File: src/bef_pkg.sv
// Purpose: Shared constants and types for the upper data-buffer event flag block.
// Assumes: One system clock, synchronous active-low reset, 32-bit register port.
// Notes:   Byte n of the flag and enable registers belongs to buffer 4 + n.
package bef_pkg;

  localparam int unsigned NUM_BUF  = 4;
  localparam int unsigned BYTE_W   = 8;
  localparam int unsigned ADDR_W   = 12;
  localparam int unsigned DATA_W   = 32;

  // Register offsets.
  localparam logic [11:0] FLAGS_OFF   = 12'h154;
  localparam logic [11:0] ENABLE_OFF  = 12'h158;
  localparam logic [11:0] SUMMARY_OFF = 12'h15c;

  // Flag positions inside one buffer byte.
  localparam int unsigned CELL_BIT     = 7;
  localparam int unsigned RELEASE_BIT  = 6;
  localparam int unsigned EXPIRED_BIT  = 5;
  localparam int unsigned UPPER_BIT    = 4;
  localparam int unsigned LOWER_BIT    = 3;
  localparam int unsigned SPARE_BIT    = 2;
  localparam int unsigned NO_SPACE_BIT = 1;
  localparam int unsigned NO_DATA_BIT  = 0;

  // Byte index of each buffer inside a 32-bit register.
  localparam int unsigned B7_BYTE = 3;
  localparam int unsigned B6_BYTE = 2;
  localparam int unsigned B5_BYTE = 1;
  localparam int unsigned B4_BYTE = 0;

  // Bits that exist in a buffer byte; the reserved bit is always zero.
  localparam logic [7:0] BYTE_VALID_MASK = 8'hfb;
  localparam logic [7:0] BYTE_RESET      = 8'h00;
  localparam logic [31:0] REG_RESET      = 32'h0000_0000;

  // Summary register fields.
  localparam int unsigned SUM_LOWER_PAIR_BIT = 0;
  localparam int unsigned SUM_UPPER_PAIR_BIT = 1;

  // Event and level inputs for one buffer.
  typedef struct packed {
    logic cell_committed;
    logic release_due;
    logic expired_flush;
    logic upper_mark_lvl;
    logic lower_mark_lvl;
    logic no_space_lvl;
    logic no_data_lvl;
  } bef_event_t;

  // Register port request.
  typedef struct packed {
    logic [11:0] addr;
    logic [31:0] wdata;
    logic        wr;
    logic        rd;
  } bef_req_t;

endpackage

File: src/bef_event_flags.sv
// Purpose: Event flag register for data buffers 4 to 7 with enables and summary interrupts.
// Assumes: Event inputs are single-cycle pulses or levels from logic on the same clock.
// Notes:   Flags clear by writing one; unmapped reads return zero.
`timescale 1ns/1ps

module bef_event_flags (
  input  wire logic                clk,
  input  wire logic                rst_n,
  input  wire logic [11:0]         reg_addr,
  input  wire logic [31:0]         reg_wdata,
  input  wire logic                reg_wr,
  input  wire logic                reg_rd,
  output logic      [31:0]         reg_rdata,
  input  wire bef_pkg::bef_event_t buf_ev [4],
  output logic                     system_summary_buffer_irq3,
  output logic                     system_summary_buffer_irq2,
  output logic                     irq
);

  bef_pkg::bef_req_t req;
  logic [31:0]       buffer_event_flags_upper;
  logic [31:0]       buffer_event_enables_upper;
  logic [31:0]       flag_clear;
  logic [31:0]       valid_mask;
  logic [31:0]       next_rdata;

  function automatic logic hit(input logic [11:0] addr, input logic [11:0] off);
    hit = (addr == off);
  endfunction

  function automatic logic [7:0] byte_of(input logic [31:0] word, input int unsigned idx);
    byte_of = word[idx*bef_pkg::BYTE_W +: bef_pkg::BYTE_W];
  endfunction

  assign req.addr  = reg_addr;
  assign req.wdata = reg_wdata;
  assign req.wr    = reg_wr;
  assign req.rd    = reg_rd;

  assign valid_mask = {bef_pkg::NUM_BUF{bef_pkg::BYTE_VALID_MASK}};

  // Write-one-to-clear on the flag register; reserved bits cannot be touched.
  assign flag_clear = (req.wr && hit(req.addr, bef_pkg::FLAGS_OFF)) ?
                      (req.wdata & valid_mask) : bef_pkg::REG_RESET;

  // Buffer 4 + n owns byte n, so buffer 7 sits in the top byte.
  for (genvar n = 0; n < bef_pkg::NUM_BUF; n++) begin : g_buf
    bef_flag_byte u_byte (
      .clk   (clk),
      .rst_n (rst_n),
      .ev    (buf_ev[n]),
      .clr   (flag_clear[n*bef_pkg::BYTE_W +: bef_pkg::BYTE_W]),
      .flags (buffer_event_flags_upper[n*bef_pkg::BYTE_W +: bef_pkg::BYTE_W])
    );
  end

  // Enable register; reserved bits are dropped on write.
  always_ff @(posedge clk) begin
    if (!rst_n) begin
      buffer_event_enables_upper <= bef_pkg::REG_RESET;
    end else if (req.wr && hit(req.addr, bef_pkg::ENABLE_OFF)) begin
      buffer_event_enables_upper <= req.wdata & valid_mask;
    end
  end

  bef_irq_gate u_gate_upper (
    .clk     (clk),
    .rst_n   (rst_n),
    .flags   (buffer_event_flags_upper[31:16]),
    .enables (buffer_event_enables_upper[31:16]),
    .summary (system_summary_buffer_irq3)
  );

  bef_irq_gate u_gate_lower (
    .clk     (clk),
    .rst_n   (rst_n),
    .flags   (buffer_event_flags_upper[15:0]),
    .enables (buffer_event_enables_upper[15:0]),
    .summary (system_summary_buffer_irq2)
  );

  assign irq = system_summary_buffer_irq3 | system_summary_buffer_irq2;

  // Named view of the flag register. The read word is rebuilt field by field so that a
  // misplaced flag or a live reserved slot shows up here, not only on the bus.
  logic [7:0]  flag_b7;
  logic [7:0]  flag_b6;
  logic [7:0]  flag_b5;
  logic [7:0]  flag_b4;
  logic        b7_cell_committed;
  logic        b7_release_due;
  logic        b7_expired_flush;
  logic        b7_upper_mark_rise;
  logic        b7_lower_mark_rise;
  logic        b7_no_space;
  logic        b7_no_data;
  logic        b6_cell_committed;
  logic        b6_release_due;
  logic        b6_expired_flush;
  logic        b6_upper_mark_rise;
  logic        b6_lower_mark_rise;
  logic        b6_no_space;
  logic        b6_no_data;
  logic        b5_cell_committed;
  logic        b5_release_due;
  logic        b5_expired_flush;
  logic        b5_upper_mark_rise;
  logic        b5_lower_mark_rise;
  logic        b5_no_space;
  logic        b5_no_data;
  logic        b4_cell_committed;
  logic        b4_release_due;
  logic        b4_expired_flush;
  logic        b4_upper_mark_rise;
  logic        b4_lower_mark_rise;
  logic        b4_no_space;
  logic        b4_no_data;
  logic [31:0] flag_word;

  assign flag_b7 = byte_of(buffer_event_flags_upper, bef_pkg::B7_BYTE);
  assign flag_b6 = byte_of(buffer_event_flags_upper, bef_pkg::B6_BYTE);
  assign flag_b5 = byte_of(buffer_event_flags_upper, bef_pkg::B5_BYTE);
  assign flag_b4 = byte_of(buffer_event_flags_upper, bef_pkg::B4_BYTE);

  assign b7_cell_committed  = flag_b7[bef_pkg::CELL_BIT];
  assign b7_release_due     = flag_b7[bef_pkg::RELEASE_BIT];
  assign b7_expired_flush   = flag_b7[bef_pkg::EXPIRED_BIT];
  assign b7_upper_mark_rise = flag_b7[bef_pkg::UPPER_BIT];
  assign b7_lower_mark_rise = flag_b7[bef_pkg::LOWER_BIT];
  assign b7_no_space        = flag_b7[bef_pkg::NO_SPACE_BIT];
  assign b7_no_data         = flag_b7[bef_pkg::NO_DATA_BIT];
  assign b6_cell_committed  = flag_b6[bef_pkg::CELL_BIT];
  assign b6_release_due     = flag_b6[bef_pkg::RELEASE_BIT];
  assign b6_expired_flush   = flag_b6[bef_pkg::EXPIRED_BIT];
  assign b6_upper_mark_rise = flag_b6[bef_pkg::UPPER_BIT];
  assign b6_lower_mark_rise = flag_b6[bef_pkg::LOWER_BIT];
  assign b6_no_space        = flag_b6[bef_pkg::NO_SPACE_BIT];
  assign b6_no_data         = flag_b6[bef_pkg::NO_DATA_BIT];
  assign b5_cell_committed  = flag_b5[bef_pkg::CELL_BIT];
  assign b5_release_due     = flag_b5[bef_pkg::RELEASE_BIT];
  assign b5_expired_flush   = flag_b5[bef_pkg::EXPIRED_BIT];
  assign b5_upper_mark_rise = flag_b5[bef_pkg::UPPER_BIT];
  assign b5_lower_mark_rise = flag_b5[bef_pkg::LOWER_BIT];
  assign b5_no_space        = flag_b5[bef_pkg::NO_SPACE_BIT];
  assign b5_no_data         = flag_b5[bef_pkg::NO_DATA_BIT];
  assign b4_cell_committed  = flag_b4[bef_pkg::CELL_BIT];
  assign b4_release_due     = flag_b4[bef_pkg::RELEASE_BIT];
  assign b4_expired_flush   = flag_b4[bef_pkg::EXPIRED_BIT];
  assign b4_upper_mark_rise = flag_b4[bef_pkg::UPPER_BIT];
  assign b4_lower_mark_rise = flag_b4[bef_pkg::LOWER_BIT];
  assign b4_no_space        = flag_b4[bef_pkg::NO_SPACE_BIT];
  assign b4_no_data         = flag_b4[bef_pkg::NO_DATA_BIT];

  assign flag_word = {
    b7_cell_committed,
    b7_release_due,
    b7_expired_flush,
    b7_upper_mark_rise,
    b7_lower_mark_rise,
    flag_b7[bef_pkg::SPARE_BIT],
    b7_no_space,
    b7_no_data,
    b6_cell_committed,
    b6_release_due,
    b6_expired_flush,
    b6_upper_mark_rise,
    b6_lower_mark_rise,
    flag_b6[bef_pkg::SPARE_BIT],
    b6_no_space,
    b6_no_data,
    b5_cell_committed,
    b5_release_due,
    b5_expired_flush,
    b5_upper_mark_rise,
    b5_lower_mark_rise,
    flag_b5[bef_pkg::SPARE_BIT],
    b5_no_space,
    b5_no_data,
    b4_cell_committed,
    b4_release_due,
    b4_expired_flush,
    b4_upper_mark_rise,
    b4_lower_mark_rise,
    flag_b4[bef_pkg::SPARE_BIT],
    b4_no_space,
    b4_no_data
  };

  // The enable register gets the same view, so both words visibly share one layout.
  logic [7:0]  enable_b7;
  logic [7:0]  enable_b6;
  logic [7:0]  enable_b5;
  logic [7:0]  enable_b4;
  logic        en_b7_cell_committed;
  logic        en_b7_release_due;
  logic        en_b7_expired_flush;
  logic        en_b7_upper_mark_rise;
  logic        en_b7_lower_mark_rise;
  logic        en_b7_no_space;
  logic        en_b7_no_data;
  logic        en_b6_cell_committed;
  logic        en_b6_release_due;
  logic        en_b6_expired_flush;
  logic        en_b6_upper_mark_rise;
  logic        en_b6_lower_mark_rise;
  logic        en_b6_no_space;
  logic        en_b6_no_data;
  logic        en_b5_cell_committed;
  logic        en_b5_release_due;
  logic        en_b5_expired_flush;
  logic        en_b5_upper_mark_rise;
  logic        en_b5_lower_mark_rise;
  logic        en_b5_no_space;
  logic        en_b5_no_data;
  logic        en_b4_cell_committed;
  logic        en_b4_release_due;
  logic        en_b4_expired_flush;
  logic        en_b4_upper_mark_rise;
  logic        en_b4_lower_mark_rise;
  logic        en_b4_no_space;
  logic        en_b4_no_data;
  logic [31:0] enable_word;

  assign enable_b7 = byte_of(buffer_event_enables_upper, bef_pkg::B7_BYTE);
  assign enable_b6 = byte_of(buffer_event_enables_upper, bef_pkg::B6_BYTE);
  assign enable_b5 = byte_of(buffer_event_enables_upper, bef_pkg::B5_BYTE);
  assign enable_b4 = byte_of(buffer_event_enables_upper, bef_pkg::B4_BYTE);

  assign en_b7_cell_committed  = enable_b7[bef_pkg::CELL_BIT];
  assign en_b7_release_due     = enable_b7[bef_pkg::RELEASE_BIT];
  assign en_b7_expired_flush   = enable_b7[bef_pkg::EXPIRED_BIT];
  assign en_b7_upper_mark_rise = enable_b7[bef_pkg::UPPER_BIT];
  assign en_b7_lower_mark_rise = enable_b7[bef_pkg::LOWER_BIT];
  assign en_b7_no_space        = enable_b7[bef_pkg::NO_SPACE_BIT];
  assign en_b7_no_data         = enable_b7[bef_pkg::NO_DATA_BIT];
  assign en_b6_cell_committed  = enable_b6[bef_pkg::CELL_BIT];
  assign en_b6_release_due     = enable_b6[bef_pkg::RELEASE_BIT];
  assign en_b6_expired_flush   = enable_b6[bef_pkg::EXPIRED_BIT];
  assign en_b6_upper_mark_rise = enable_b6[bef_pkg::UPPER_BIT];
  assign en_b6_lower_mark_rise = enable_b6[bef_pkg::LOWER_BIT];
  assign en_b6_no_space        = enable_b6[bef_pkg::NO_SPACE_BIT];
  assign en_b6_no_data         = enable_b6[bef_pkg::NO_DATA_BIT];
  assign en_b5_cell_committed  = enable_b5[bef_pkg::CELL_BIT];
  assign en_b5_release_due     = enable_b5[bef_pkg::RELEASE_BIT];
  assign en_b5_expired_flush   = enable_b5[bef_pkg::EXPIRED_BIT];
  assign en_b5_upper_mark_rise = enable_b5[bef_pkg::UPPER_BIT];
  assign en_b5_lower_mark_rise = enable_b5[bef_pkg::LOWER_BIT];
  assign en_b5_no_space        = enable_b5[bef_pkg::NO_SPACE_BIT];
  assign en_b5_no_data         = enable_b5[bef_pkg::NO_DATA_BIT];
  assign en_b4_cell_committed  = enable_b4[bef_pkg::CELL_BIT];
  assign en_b4_release_due     = enable_b4[bef_pkg::RELEASE_BIT];
  assign en_b4_expired_flush   = enable_b4[bef_pkg::EXPIRED_BIT];
  assign en_b4_upper_mark_rise = enable_b4[bef_pkg::UPPER_BIT];
  assign en_b4_lower_mark_rise = enable_b4[bef_pkg::LOWER_BIT];
  assign en_b4_no_space        = enable_b4[bef_pkg::NO_SPACE_BIT];
  assign en_b4_no_data         = enable_b4[bef_pkg::NO_DATA_BIT];

  assign enable_word = {
    en_b7_cell_committed,  en_b7_release_due,
    en_b7_expired_flush,   en_b7_upper_mark_rise,
    en_b7_lower_mark_rise, enable_b7[bef_pkg::SPARE_BIT],
    en_b7_no_space,        en_b7_no_data,
    en_b6_cell_committed,  en_b6_release_due,
    en_b6_expired_flush,   en_b6_upper_mark_rise,
    en_b6_lower_mark_rise, enable_b6[bef_pkg::SPARE_BIT],
    en_b6_no_space,        en_b6_no_data,
    en_b5_cell_committed,  en_b5_release_due,
    en_b5_expired_flush,   en_b5_upper_mark_rise,
    en_b5_lower_mark_rise, enable_b5[bef_pkg::SPARE_BIT],
    en_b5_no_space,        en_b5_no_data,
    en_b4_cell_committed,  en_b4_release_due,
    en_b4_expired_flush,   en_b4_upper_mark_rise,
    en_b4_lower_mark_rise, enable_b4[bef_pkg::SPARE_BIT],
    en_b4_no_space,        en_b4_no_data
  };

  always_comb begin
    next_rdata = bef_pkg::REG_RESET;
    if (req.rd) begin
      case (req.addr)
        bef_pkg::FLAGS_OFF: begin
          next_rdata = flag_word;
        end
        bef_pkg::ENABLE_OFF: begin
          next_rdata = enable_word;
        end
        bef_pkg::SUMMARY_OFF: begin
          next_rdata[bef_pkg::SUM_LOWER_PAIR_BIT] = system_summary_buffer_irq2;
          next_rdata[bef_pkg::SUM_UPPER_PAIR_BIT] = system_summary_buffer_irq3;
        end
        default: begin
          next_rdata = bef_pkg::REG_RESET;
        end
      endcase
    end
  end

  // Read data stands only in the cycle after the strobe, zero otherwise.
  always_ff @(posedge clk) begin
    if (!rst_n) begin
      reg_rdata <= bef_pkg::REG_RESET;
    end else begin
      reg_rdata <= next_rdata;
    end
  end

endmodule

File: src/bef_flag_byte.sv
// Purpose: Sticky event flags for one data buffer.
// Assumes: Event inputs come from logic on the same clock.
// Notes:   A hardware set in the same cycle as a clear keeps the flag set.
`timescale 1ns/1ps
module bef_flag_byte (
  input  wire logic               clk,
  input  wire logic               rst_n,
  input  wire bef_pkg::bef_event_t ev,
  input  wire logic [7:0]         clr,
  output logic      [7:0]         flags
);

  logic       upper_prev;
  logic       lower_prev;
  logic [7:0] set_vec;

  always_ff @(posedge clk) begin
    if (!rst_n) begin
      upper_prev <= 1'b0;
      lower_prev <= 1'b0;
    end else begin
      upper_prev <= ev.upper_mark_lvl;
      lower_prev <= ev.lower_mark_lvl;
    end
  end

  always_comb begin
    set_vec = bef_pkg::BYTE_RESET;
    set_vec[bef_pkg::CELL_BIT]     = ev.cell_committed;
    set_vec[bef_pkg::RELEASE_BIT]  = ev.release_due;
    set_vec[bef_pkg::EXPIRED_BIT]  = ev.expired_flush;
    set_vec[bef_pkg::UPPER_BIT]    = ev.upper_mark_lvl & ~upper_prev;
    set_vec[bef_pkg::LOWER_BIT]    = ev.lower_mark_lvl & ~lower_prev;
    set_vec[bef_pkg::NO_SPACE_BIT] = ev.no_space_lvl;
    set_vec[bef_pkg::NO_DATA_BIT]  = ev.no_data_lvl;
  end

  // Set wins over clear so an event in the clearing cycle is never lost.
  always_ff @(posedge clk) begin
    if (!rst_n) begin
      flags <= bef_pkg::BYTE_RESET;
    end else begin
      flags <= (set_vec | (flags & ~clr)) & bef_pkg::BYTE_VALID_MASK;
    end
  end

endmodule

File: src/bef_irq_gate.sv
// Purpose: Gate a group of flags by their enables onto one summary bit.
// Assumes: Flags and enables share a layout.
// Notes:   The summary is registered, so it follows a flag by one cycle.
`timescale 1ns/1ps
module bef_irq_gate (
  input  wire logic        clk,
  input  wire logic        rst_n,
  input  wire logic [15:0] flags,
  input  wire logic [15:0] enables,
  output logic             summary
);

  always_ff @(posedge clk) begin
    if (!rst_n) begin
      summary <= 1'b0;
    end else begin
      summary <= |(flags & enables);
    end
  end

endmodule

File: config.mk
export PLATFORM = sky130hd
export DESIGN_NAME = bef_event_flags
export DESIGN_NICKNAME = d
export VERILOG_FILES = /design/src/bef_pkg.sv /design/src/bef_event_flags.sv /design/src/bef_flag_byte.sv /design/src/bef_irq_gate.sv
export SDC_FILE = /design/constraint.sdc
export NUM_CORES = 1
export LEC_CHECK = 0
export BUFFER_PORTS_ARGS = -buffer_cell sky130_fd_sc_hd__clkbuf_2
export CAP_MARGIN = 20
export CORE_MARGIN = 2
export CORE_UTILIZATION = 53
export CTS_BUF_LIST = sky130_fd_sc_hd__clkbuf_8
export CTS_CLUSTER_SIZE = 8
export DETAILED_ROUTE_END_ITERATION = 8
export PLACE_DENSITY = 0.9
export SLEW_MARGIN = 20
export SYNTH_ARGS = -nofsm -noshare
export SYNTH_HDL_FRONTEND = slang
export SYNTH_SLANG_ARGS = --single-unit
File: constraint.sdc
create_clock -name clk -period 2.05 [get_ports clk]
set_clock_uncertainty 0.15 [all_clocks]
set_input_delay 0.205 -clock clk [delete_from_list [all_inputs] [get_ports clk]]
set_output_delay 0.205 -clock clk [all_outputs]
set_load 0.03 [all_outputs]
==> metrics.csv <==
stage,metric,value,unit
routing,via count,3518,
floorplan,Die X,87.27,um
worst_setup_path,startpoint types,input port,
worst_setup_path,RR Endpoint,g_buf[2].u_byte.flags[6],
sta,Least-Margin Pin Slew,825.3,ps
routing,Initial DRT Pass Iterations,5,
sta,final worst path period need,2029,ps
worst_setup_path,"slowest stage cell, crit path",dlygate4sd3_1,
sta,post-route clock period utilization,98.96,%
cells_and_area,Sequential Area,1882,um2
worst_setup_path,Critical Path RT,2140,ps
worst_setup_path,WS Path Type,in2reg,
clock_network,htree depth,3,
worst_setup_path,WP buf/inv,3,
status,outcome,finished clean,
cells_and_area,NumNets Final,624,
logic_synthesis,Unique masters post-synth,28,
cells_and_area,most frequent cells in the layout,"clkbuf_2 (102), dfxtp_1 (94), nand2_1 (61)",
min_path,WHS Endpoint,reg_rdata[1],
worst_setup_path,FF-to-FF Start,g_buf[2].u_byte.flags[6],
worst_setup_path,critical-path cell list,"clkbuf_2, or4b_4, nor4_4, buf_4, a31oi_1, dlygate4sd3_1",
cells_and_area,antenna diode count,0,
clock_network,# clock sinks,94,
logic_synthesis,"EDFF count, synth",0,
global_route,overall global routing resource usage,26.31,%
place,Port Buf Inserts,102,
sta,Final Hold Violating Endpoints,0,
floorplan,I/O Pins,111,
cells_and_area,layout overhead on the synthesized area,34.73,%
floorplan,core box area,6756,um2
clock_network,"buffers from clock root to sink, at most",2,
cells_and_area,share of post-route cells with drive strength above 1,23.87,%
global_route,vias in the first global route,3515,
logic_synthesis,Yosys reg bits,94,
logic_synthesis,register area share after synthesis,51.21,%
power_and_ir_drop,Seq pwr share,54.6,%
routing,post-DR vias/cell,5.558,
worst_setup_path,R2R cell count,3,
power_and_ir_drop,P_sw,842.3,uW
logic_synthesis,synthesized area per cell,9.210,um2
sta,RSZ-0062 raised after global routing,yes,
flow_run,Max Cap Violations,0,
worst_setup_path,cell family with most CP delay,buffers and inverters,
routing,final WL,9.971,mm
global_route,gr ovfl total,0,
power_and_ir_drop,switching part of the total power,24.09,%
floorplan,Die ar.,7615,um2
floorplan,Die Y,87.27,um
sta,Sum Neg Setup Slack,0,ps
routing,DRC errors left,0,
logic_synthesis,Synthesis Warnings,0,
worst_setup_path,internal reg-to-reg setup slack,560,ps
logic_synthesis,Synth async-reset ratio,0,%
min_path,hold_sp,reg_addr[3],
worst_setup_path,crit end category,flip-flop,
clock_network,clock root buffer,clkbuf_8,
clock_network,worst skew pair latency,360,ps
cells_and_area,Finished Core Util,73.28,%
power_and_ir_drop,Pint,2.654,mW
routing,DR iter-0 viols,217,
place,dpl cells,561,
global_route,initial antenna violation count,0,
place,placed wire-length estimate,5.877,mm
power_and_ir_drop,Pleak,2.136,nW
power_and_ir_drop,PwrDens,706.2,nW/um2
global_route,global-route wire length before repair,15.56,mm
clock_network,CTS tree,built,
min_path,HP Class,in2reg,
power_and_ir_drop,VDD IR-drop max,0.0006393,V
sta,fmax,493.0,MHz
cells_and_area,Final Non-Filler Cells,633,
clock_network,"Setup Fix Bufs, Post-CTS",0,
clock_network,Clock transition at path regs,90,ps
worst_setup_path,WP data arrival,2120,ps
min_path,worst hold path depth,3,
floorplan,Cell Rows,30,
worst_setup_path,largest fanout on the critical path,14,
cells_and_area,# fillers,485,
global_route,pin count of the biggest net entering global routing,95,
worst_setup_path,max incr delay on CP,580,ps
floorplan,Initial Util,54.39,%
clock_network,CTS Buf Count,9,
logic_synthesis,Cells after Synth,399,
routing,WL/cell,15.75,um
power_and_ir_drop,combinational cell fraction of total power,10.0,%
logic_synthesis,Post-Syn Area,3675,um2
logic_synthesis,ys flop type,dfxtp_1,
sta,worst rel slew slack,44.98,%
cells_and_area,area of the multi-input gates,1574,um2
routing,ANT nets after route,0,
cells_and_area,"most common cell after layout, fill and taps aside",clkbuf_2,
power_and_ir_drop,clock power share,35.4,%
sta,count of final max-slew check failures,0,
sta,final setup fails,0,
place,Final GP Congestion,0.8021,
[metrics by stage]
| stage | hold slack (ps) | setup WS [ps] | instance area, um2 | power, mW |
|---|---|---|---|---|
| 5_1_grt | 49.01 | -13.27 | 4951 | 3.621 |
| 4_1_cts | 14.68 | 49.75 | 4946 | 3.485 |
| 3_3_place_gp | 262.0 | 98.90 | 4187 | 2.180 |
| 3_5_place_dp | 264.6 | 35.82 | 4187 | 2.195 |
| 6_report | 32.21 | 21.41 | 4951 | 3.496 |
| 2_1_floorplan | 155.8 | 208.5 | 3686 | 2.080 |
[worst reg2reg max path, stage by stage (launching register included)]
cell	delay, ps
dfxtp_1	370
o21ai_0	110
a31oi_1	240
dlygate4sd3_1	570
[Yosys cell counts (2+ instances only)]
library cell / n / area, um2
a21oi_1: 8 / 40.04
a22oi_1: 42 / 315.3
a31oi_1: 20 / 125.1
and2_1: 8 / 50.05
buf_2: 2 / 10.01
buf_4: 5 / 37.54
buf_6: 3 / 33.78
buf_8: 2 / 30.03
clkbuf_1: 15 / 56.30
dfxtp_1: 94 / 1882
inv_1: 20 / 75.07
mux2_2: 2 / 22.52
mux2i_1: 28 / 280.3
nand2_1: 61 / 229.0
nand3_1: 2 / 10.01
nand3b_1: 2 / 15.01
nor2_1: 28 / 105.1
nor2b_1: 18 / 112.6
o21ai_0: 28 / 140.1
o31a_1: 2 / 17.52
or4b_4: 2 / 27.53
[routing by layer]
layer  share of wire (%)  routed length [um]  track usage [%]
met4                 1.7                 170            8.811
met5                   0                   0                0
met3                 7.3                 731            7.299
met2                  54                5418            50.21
met1                  37                3650            27.30
[timing repair]
item	CTS	global route
endpoints found under the setup margin	0	4
hold endpoints to repair	56	0
gates resized for setup	0	0
hold buffers	56	0
[area by class of cell]
class,count,share of cell area (%)
Clock inverter,6,1.238
Sequential cell,94,38.01
Multi-Input combinational cell,260,31.79
Timing Repair Buffer,163,22.64
Tap cell,80,2.022
Inverter,20,1.516
Clock buffer,10,2.780
[power groups by stage]
stage	sequential, mW	clock [mW]	combinational [mW]
floorplan	1.94	0	0.142
global placement	1.95	0	0.233
detailed placement	1.95	0	0.245
CTS	1.91	1.24	0.337
global route	1.91	1.32	0.383
finish	1.91	1.24	0.350
[how the worst max path moves through the flow]
stage,start,end,slack (ps),cells after the start
global placement,reg_addr[1],reg_rdata[31],100,4
detailed placement,reg_addr[1],buffer_event_enables_upper[9],40,5
CTS,reg_addr[1],g_buf[0].u_byte.flags[7],50,6
global route,reg_addr[1],g_buf[0].u_byte.flags[0],-10,6
floorplan,reg_addr[1],reg_rdata[11],210,5
finish,reg_addr[1],g_buf[0].u_byte.flags[0],20,6
[registers in the layout, summed over array words and instances (netlist names)]
signal and cells:
g_buf.u_byte.lower_prev 4, u_gate_lower.summary 1, u_gate_upper.summary 1, g_buf.u_byte.flags 28, g_buf.u_byte.upper_prev 4, reg_rdata 28, buffer_event_enables_upper 28
[logic make-up (layout without fill, tap and decap cells)]
logic type	Yosys count	after routing	share of synthesized area, %
buf+inv	48	199	6.707
other cells	1	4	0.1020
simple gates	126	126	16.38
flops	94	94	51.21
compound gates	100	100	17.36
mux	30	30	8.240
(Power assumes the default switching activity.)
